[src/hw/pmicpe_consts.vh]
`ifndef PMICPE_CONSTS_VH
`define PMICPE_CONSTS_VH
// register offsets
`define PMICPE_OFS_BLOCK_ENABLE 8'h00
`define PMICPE_OFS_LOCK_REV 8'h01
`define PMICPE_OFS_AON_SETTING 8'h02
// block_enable fields
`define PMICPE_BIT_CONV_EN 0
`define PMICPE_BIT_REG_EN 1
`define PMICPE_BIT_CONV_AMP 2
`define PMICPE_BIT_MAX_AUX_ONE 3
`define PMICPE_BIT_REG_RADIO 4
`define PMICPE_BIT_REG_AUX_TWO 5
`define PMICPE_BIT_REG_MICRO 6
`define PMICPE_BIT_SINGLE_WIRE 7
// lock register fields
`define PMICPE_BIT_UNLOCK 7
`define PMICPE_REV_MSB 3
// always-on setting fields
`define PMICPE_AON_LVL_MSB 3
`define PMICPE_AON_MODE_LSB 6
// reset values
`define PMICPE_RST_BLOCK_ENABLE 8'h00
`define PMICPE_RST_AON_SETTING 8'h04
`define PMICPE_RST_UNLOCK 1'h0
// revision value is arbitrary
`define PMICPE_REVISION 4'h3
// read value of unmapped or locked register
`define PMICPE_RD_EMPTY 8'h00
// always-on interpretation codes
`define PMICPE_AON_DROP_FIRST 4'h0
`define PMICPE_AON_DROP_LAST 4'h7
`define PMICPE_AON_VBAT_LAST 4'hd
`define PMICPE_AON_UNSUPPORTED 4'he
`define PMICPE_AON_DISCONNECT 4'hf
`endif

[src/hw/pmicpe_regs.v]
// Overview of operation
// - converter runs on register bit OR pin
// - bit 7 closes battery-to-single-wire switch
// - bit 6 closes regulator-to-micro switch
// - bit 5 closes regulator-to-aux-two switch
// - bit 4 closes regulator-to-radio switch
// - bit 3 closes max-rail-to-aux-one switch
// - bit 2 closes converter-to-amplifier switch
// - lock bit 7 must be set first
// - factory option picks drop or absolute level
// - drop codes, vbat codes, unsupported, disconnect
// - enable bits: one means on
// - unmapped address reads 00h
`include "pmicpe_consts.vh"
module pmicpe_regs (
    // clock and reset
    input wire clk,
    input wire rst,
    // register access from the serial interface
    input wire wr_stb,
    input wire rd_stb,
    input wire [7:0] addr,
    input wire [7:0] wdata,
    output reg [7:0] rdata_ff,
    // pins and factory option
    input wire converter_en_pin,
    input wire drop_mode_opt,
    // power controls
    output reg converter_en_ff,
    output reg regulator_en_ff,
    output reg converter_to_amplifier_switch_en_ff,
    output reg max_rail_to_aux_one_switch_en_ff,
    output reg regulator_to_radio_switch_en_ff,
    output reg regulator_to_aux_two_switch_en_ff,
    output reg regulator_to_micro_switch_en_ff,
    output reg single_wire_switch_en_ff,
    // always-on supply control
    output reg [3:0] always_on_level_ff,
    output reg aon_drop_mode_ff,
    output reg aon_track_vbat_ff,
    output reg aon_disconnect_ff,
    output reg aon_code_invalid_ff
);
    reg [7:0] block_enable_ff;
    reg [7:0] aon_setting_ff;
    reg unlock_ff;
    reg [7:0] nxt_block_enable;
    reg [7:0] nxt_aon_setting;
    reg nxt_unlock;
    reg [7:0] nxt_rdata;
    reg nxt_track_vbat;
    reg nxt_disconnect;
    reg nxt_code_invalid;
    wire [1:0] async_in;
    wire [1:0] async_sync;
    wire pin_sync;
    wire opt_sync;
    wire sel_block_enable;
    wire sel_lock_rev;
    wire sel_aon_setting;
    wire nxt_converter_en;
    wire [3:0] lvl;

    function is_reg;
        input [7:0] a;
        input [7:0] ofs;
        begin
            is_reg = (a == ofs);
        end
    endfunction

    // inclusive code window test
    function in_code_range;
        input [3:0] code;
        input [3:0] lo;
        input [3:0] hi;
        begin
            in_code_range = (code >= lo) && (code <= hi);
        end
    endfunction

    assign async_in = {drop_mode_opt, converter_en_pin};

    // pins are asynchronous to clk; only the second flop is read
    genvar gi;
    generate
        for (gi = 0; gi < 2; gi = gi + 1) begin : g_sync
            reg meta_ff;
            reg sync_ff;
            always @(posedge clk or posedge rst) begin
                if (rst) begin
                    meta_ff <= 1'b0;
                    sync_ff <= 1'b0;
                end else begin
                    meta_ff <= async_in[gi];
                    sync_ff <= meta_ff;
                end
            end
            assign async_sync[gi] = sync_ff;
        end
    endgenerate

    assign pin_sync = async_sync[0];
    assign opt_sync = async_sync[1];

    assign sel_block_enable = is_reg(addr, `PMICPE_OFS_BLOCK_ENABLE);
    assign sel_lock_rev = is_reg(addr, `PMICPE_OFS_LOCK_REV);
    assign sel_aon_setting = is_reg(addr, `PMICPE_OFS_AON_SETTING);

    // lock register stays reachable so a locked part can be reopened
    always @* begin
        nxt_unlock = unlock_ff;
        nxt_block_enable = block_enable_ff;
        nxt_aon_setting = aon_setting_ff;
        if (wr_stb && sel_lock_rev) begin
            // revision bits are not stored, so writes never reach them
            nxt_unlock = wdata[`PMICPE_BIT_UNLOCK];
        end
        // enable bits stored as written: 1 turns the block on
        if (wr_stb && unlock_ff && sel_block_enable) begin
            nxt_block_enable = wdata;
        end
        if (wr_stb && unlock_ff && sel_aon_setting) begin
            nxt_aon_setting = wdata;
        end
    end

    // stored registers; the lock resets closed
    always @(posedge clk or posedge rst) begin
        if (rst) begin
            unlock_ff <= `PMICPE_RST_UNLOCK;
        end else begin
            unlock_ff <= nxt_unlock;
        end
    end

    always @(posedge clk or posedge rst) begin
        if (rst) begin
            block_enable_ff <= `PMICPE_RST_BLOCK_ENABLE;
        end else begin
            block_enable_ff <= nxt_block_enable;
        end
    end

    always @(posedge clk or posedge rst) begin
        if (rst) begin
            aon_setting_ff <= `PMICPE_RST_AON_SETTING;
        end else begin
            aon_setting_ff <= nxt_aon_setting;
        end
    end

    // locked registers read as empty, same as unmapped ones
    always @* begin
        nxt_rdata = `PMICPE_RD_EMPTY;
        if (sel_lock_rev) begin
            nxt_rdata = {unlock_ff, 3'h0, `PMICPE_REVISION};
        end else if (unlock_ff && sel_block_enable) begin
            nxt_rdata = block_enable_ff;
        end else if (unlock_ff && sel_aon_setting) begin
            nxt_rdata = aon_setting_ff;
        end
    end

    // read data holds until the next read strobe
    always @(posedge clk or posedge rst) begin
        if (rst) begin
            rdata_ff <= `PMICPE_RD_EMPTY;
        end else if (rd_stb) begin
            rdata_ff <= nxt_rdata;
        end
    end

    assign lvl = aon_setting_ff[`PMICPE_AON_LVL_MSB:0];
    // pin is or-ed in after the sync, never raw
    assign nxt_converter_en = block_enable_ff[`PMICPE_BIT_CONV_EN] | pin_sync;

    // absolute option uses every code as a level, so no flag rises there
    always @* begin
        nxt_track_vbat = 1'b0;
        nxt_disconnect = 1'b0;
        nxt_code_invalid = 1'b0;
        if (opt_sync) begin
            nxt_track_vbat = in_code_range(lvl, `PMICPE_AON_DROP_LAST + 4'h1, `PMICPE_AON_VBAT_LAST);
            nxt_disconnect = (lvl == `PMICPE_AON_DISCONNECT);
            nxt_code_invalid = (lvl == `PMICPE_AON_UNSUPPORTED);
        end
    end

    // one flop after the stored bits, so every output is glitch free
    always @(posedge clk or posedge rst) begin
        if (rst) begin
            converter_en_ff <= 1'b0;
            regulator_en_ff <= 1'b0;
            converter_to_amplifier_switch_en_ff <= 1'b0;
            max_rail_to_aux_one_switch_en_ff <= 1'b0;
            regulator_to_radio_switch_en_ff <= 1'b0;
            regulator_to_aux_two_switch_en_ff <= 1'b0;
            regulator_to_micro_switch_en_ff <= 1'b0;
            single_wire_switch_en_ff <= 1'b0;
            always_on_level_ff <= 4'h0;
            aon_drop_mode_ff <= 1'b0;
            aon_track_vbat_ff <= 1'b0;
            aon_disconnect_ff <= 1'b0;
            aon_code_invalid_ff <= 1'b0;
        end else begin
            converter_en_ff <= nxt_converter_en;
            regulator_en_ff <= block_enable_ff[`PMICPE_BIT_REG_EN];
            converter_to_amplifier_switch_en_ff <= block_enable_ff[`PMICPE_BIT_CONV_AMP];
            max_rail_to_aux_one_switch_en_ff <= block_enable_ff[`PMICPE_BIT_MAX_AUX_ONE];
            regulator_to_radio_switch_en_ff <= block_enable_ff[`PMICPE_BIT_REG_RADIO];
            regulator_to_aux_two_switch_en_ff <= block_enable_ff[`PMICPE_BIT_REG_AUX_TWO];
            regulator_to_micro_switch_en_ff <= block_enable_ff[`PMICPE_BIT_REG_MICRO];
            single_wire_switch_en_ff <= block_enable_ff[`PMICPE_BIT_SINGLE_WIRE];
            always_on_level_ff <= lvl;
            aon_drop_mode_ff <= opt_sync;
            aon_track_vbat_ff <= nxt_track_vbat;
            aon_disconnect_ff <= nxt_disconnect;
            aon_code_invalid_ff <= nxt_code_invalid;
        end
    end
endmodule

[config.mk]
export PLATFORM = sky130hd
export DESIGN_NAME = pmicpe_regs
export DESIGN_NICKNAME = d
export VERILOG_FILES = /design/src/hw/pmicpe_regs.v
export VERILOG_INCLUDE_DIRS = /design/src /design/src/hw
export SDC_FILE = /design/constraint.sdc
export NUM_CORES = 1
export LEC_CHECK = 0
export ABC_AREA = 1
export BUFFER_PORTS_ARGS = -buffer_cell sky130_fd_sc_hd__buf_2
export CAP_MARGIN = 20
export CORE_AREA = 2 2 70 72
export CTS_BUF_LIST = sky130_fd_sc_hd__clkbuf_4
export CTS_CLUSTER_DIAMETER = 80
export DETAILED_ROUTE_END_ITERATION = 8
export DIE_AREA = 0 0 72 74
export MAX_ROUTING_LAYER = met4
export PLACE_DENSITY = 0.6
export SYNTH_ARGS = -nofsm -noshare
export SYNTH_HDL_FRONTEND = slang
export SYNTH_SLANG_ARGS = --single-unit
[constraint.sdc]
create_clock -name clk -period 1.2 [get_ports clk]
set_input_delay 0.06 -clock clk [delete_from_list [all_inputs] [get_ports clk]]
set_output_delay 0.06 -clock clk [all_outputs]
set_load 0.05 [all_outputs]
==> metrics <==
Synth Cell Area 1780 um^2; crit path DAT approximately 1.4 ns; post-DR vias/cell between 4 and 5; critical path class reg -> reg; Slew @ Worst Pin around 0.29 ns; crit path max fanout 7; first-pass GRT wire length between 5 and 6 mm; Final Total Pwr approximately 2.7 mW; clk_lat worst skew approximately 0.35 ns; Finish-stage setup viols 0; Die ar. about 5300 um^2; Sw Share between 20% and 30%; max-capacitance violation count 0; Total Wirelength between 3 and 4 mm; CTS Root Cell clkbuf_4; CP Capture Type flip-flop; PortBufs 45; row cnt 25; clk buf depth 2; clk sinks 45; outcome completed; Final TNS setup 0 ns; Routed WL per cell ~12 um; CP max stage cell dfrtp_2; H-tree levels 2; P_sw 620 uW; Worst slew margin between 80% and 90%; Core ar. 4600 um^2; final setup skew approximately 0.017 ns; Static Leak around 1.3 nW; Synth cell types 18; hold slack 0.166 ns; vias in the first global route roughly 1300; Setup WS post-layout 0.114 ns; Power Dens Cells 1150 nW/um^2; Nets roughly 270; Initial Util approximately 39%; RSZ-0062 raised after global routing no; DRC Markers 0; dpl hpwl 2.49 mm; Initial DRC Count 84; Layout area overhead 32.3%; clock share of power between 30% and 40%; Antenna Nets Post-Route 0; Final Max Slew Viols 0; total CTS buffers 5; slowest stage delay, CP 0.47 ns; syn_area_per_cell between 9 and 10 um^2; Combinational Power Share around 8.5%; Critical R2R Launch unlock_ff$_DFFE_PP0P_; total gr overflow 0; DR pass1 iterations 4; synthesized flop and latch total 45; sequential area share after synthesis between 60% and 70%; Post-Synthesis Cells 180; antenna cells 0; number of synthesis warnings 0; largest net degree at the start of global routing 36; GP Congestion around 0.75; share of cells above drive strength 1 ~34%; via count approximately 1400; element type at the critical path start flip-flop; CTS tree built; worst slack, placed -0.0352 ns; Critical Path RT 1.47 ns; Max VDD drop 0.000700 V; worst hold-check path type in -> async; Final min period around 1.1 ns; worst-path cell chain nand3_1 -> nor2_2 -> buf_4 -> nand2_1 -> nand3_1 -> nand2_1 -> inv_1; initial antenna violation count 0; Reg clk slew, reported paths 0.14 ns; Seq pwr share between 50% and 60%; critical path startpoint unlock_ff$_DFFE_PP0P_; post-route insts no fill about 310; Top Ports between 40 and 50; Fin. Hold Viols 0; gr usage total around 15%; Die Ht 74 um; Tcrit/Tclk final about 90%; Setup Fix Bufs, Post-CTS 0; Die Wd 72 um; cell count after placement 285; cell internal pwr between 2 and 2.5 mW; Achievable Freq approximately 0.92 GHz; Post-Syn Nets roughly 200
==> final timing paths <==
path | end | slack (ns) | depth (start not counted)
max | rdata_ff[1]$_DFFE_PP0P_ | 0.11 | 7
min | single_wire_switch_en_ff$_DFF_PP0_ | 0.17 | 3
max reg2reg | rdata_ff[1]$_DFFE_PP0P_ | 0.11 | 7
min reg2reg | g_sync[1].sync_ff$_DFF_PP0_ | 0.36 | 0
max in group asynchronous | unlock_ff$_DFFE_PP0P_ | 0.58 | 4
min in group clk | aon_setting_ff[2]$_DFFE_PP1P_ | 0.20 | 6
==> flip-flops by register name, summed over array words and instances, names as in the netlist, 2 cells and up <==
signal and flops:
aon_setting_ff 8, always_on_level_ff 4, g_sync.sync_ff 2, rdata_ff 8, block_enable_ff 8, g_sync.meta_ff 2
==> critical path: cells and delay by family, from the launching register on <==
family	cells	cell delay, ns
AND/OR/NAND/NOR	5	0.35
flip-flops	1	0.47
buffers and inverters	2	0.19
==> power by group through the flow <==
stage,clock network (mW),logic (mW),registers (mW)
4_1_cts,0.958,0.231,1.55
2_1_floorplan,0,0.0709,1.62
6_report,0.929,0.229,1.55
3_5_place_dp,0,0.199,1.58
5_1_grt,1.02,0.253,1.55
3_3_place_gp,0,0.198,1.58
==> timing repair <==
| action | in CTS | in global routing |
|---|---|---|
| hold buffers | 12 | 1 |
| gates resized for setup | 1 | 2 |
| setup endpoints to repair | 8 | 14 |
| endpoints found under the hold margin | 65 | 1 |
| pin swaps | 0 | 1 |
==> kinds of logic after synthesis <==
group,Yosys count,share of synthesized area (%)
buffers and inverters,28,6.75
AOI/OAI and AO/OA,19,7.17
DFF,45,63.4
and+or+nand+nor,88,22.7
==> cells in the mapped netlist <==
| master | instances | share of area, % |
|---|---|---|
| a211oi_1 | 1 | 0.42 |
| a21oi_1 | 1 | 0.28 |
| buf_6 | 2 | 1.3 |
| dfrtp_1 | 44 | 62 |
| dfstp_2 | 1 | 1.5 |
| inv_1 | 26 | 5.5 |
| nand2_1 | 53 | 11 |
| nand2_2 | 2 | 0.70 |
| nand3_1 | 14 | 3.9 |
| nand3_2 | 2 | 1.1 |
| nor2_1 | 7 | 1.5 |
| nor2_2 | 3 | 1.1 |
| nor3_2 | 1 | 0.56 |
| nor3_4 | 1 | 0.91 |
| nor4_1 | 2 | 0.70 |
| o21ai_1 | 9 | 2.5 |
| o21ai_2 | 8 | 3.9 |
| or2_2 | 3 | 1.1 |
==> metal layers <==
metal / up-vias / part of all wire (%) / GRT usage [%]
li1: 706 / - / -
met1: 623 / 47 / 20.1
met2: 43 / 46 / 23.4
met3: 4 / 5.9 / 4.20
met4: 0 / 1.0 / 4.40
met5: - / 0 / -
==> final cells by class <==
type,instances,area (um^2)
Sequential cell,45,1130
Clock inverter,2,35.0
Inverter,26,97.6
Multi-Input combinational cell,107,539
Tap cell,54,67.6
Fill cell,446,2240
Timing Repair Buffer,66,440
Clock buffer,6,45.0
==> layout by cell type (no fill, tap or decap), drive strengths merged <==
master,synthesis,layout
buf,2,53
clkbuf,0,6
nand3,16,16
nand2,55,55
dfrtp,44,44
nor4,2,2
dfstp,1,1
dlygate4sd3,0,13
o21ai,17,17
clkinv,0,1
a21oi,1,1
bufinv,0,1
a211oi,1,1
nor3,2,2
or2,3,3
inv,26,26
nor2,10,10
==> metrics by stage <==
stage | utilization, % | instance area, um^2
final | 51.2 | 2350
after CTS | 50.9 | 2340
after floorplan | - | 1780
after global routing | 51.2 | 2350
after global placement | 46.4 | 2130
after detailed placement | 46.4 | 2130
Power figures use the tool's default switching activity.
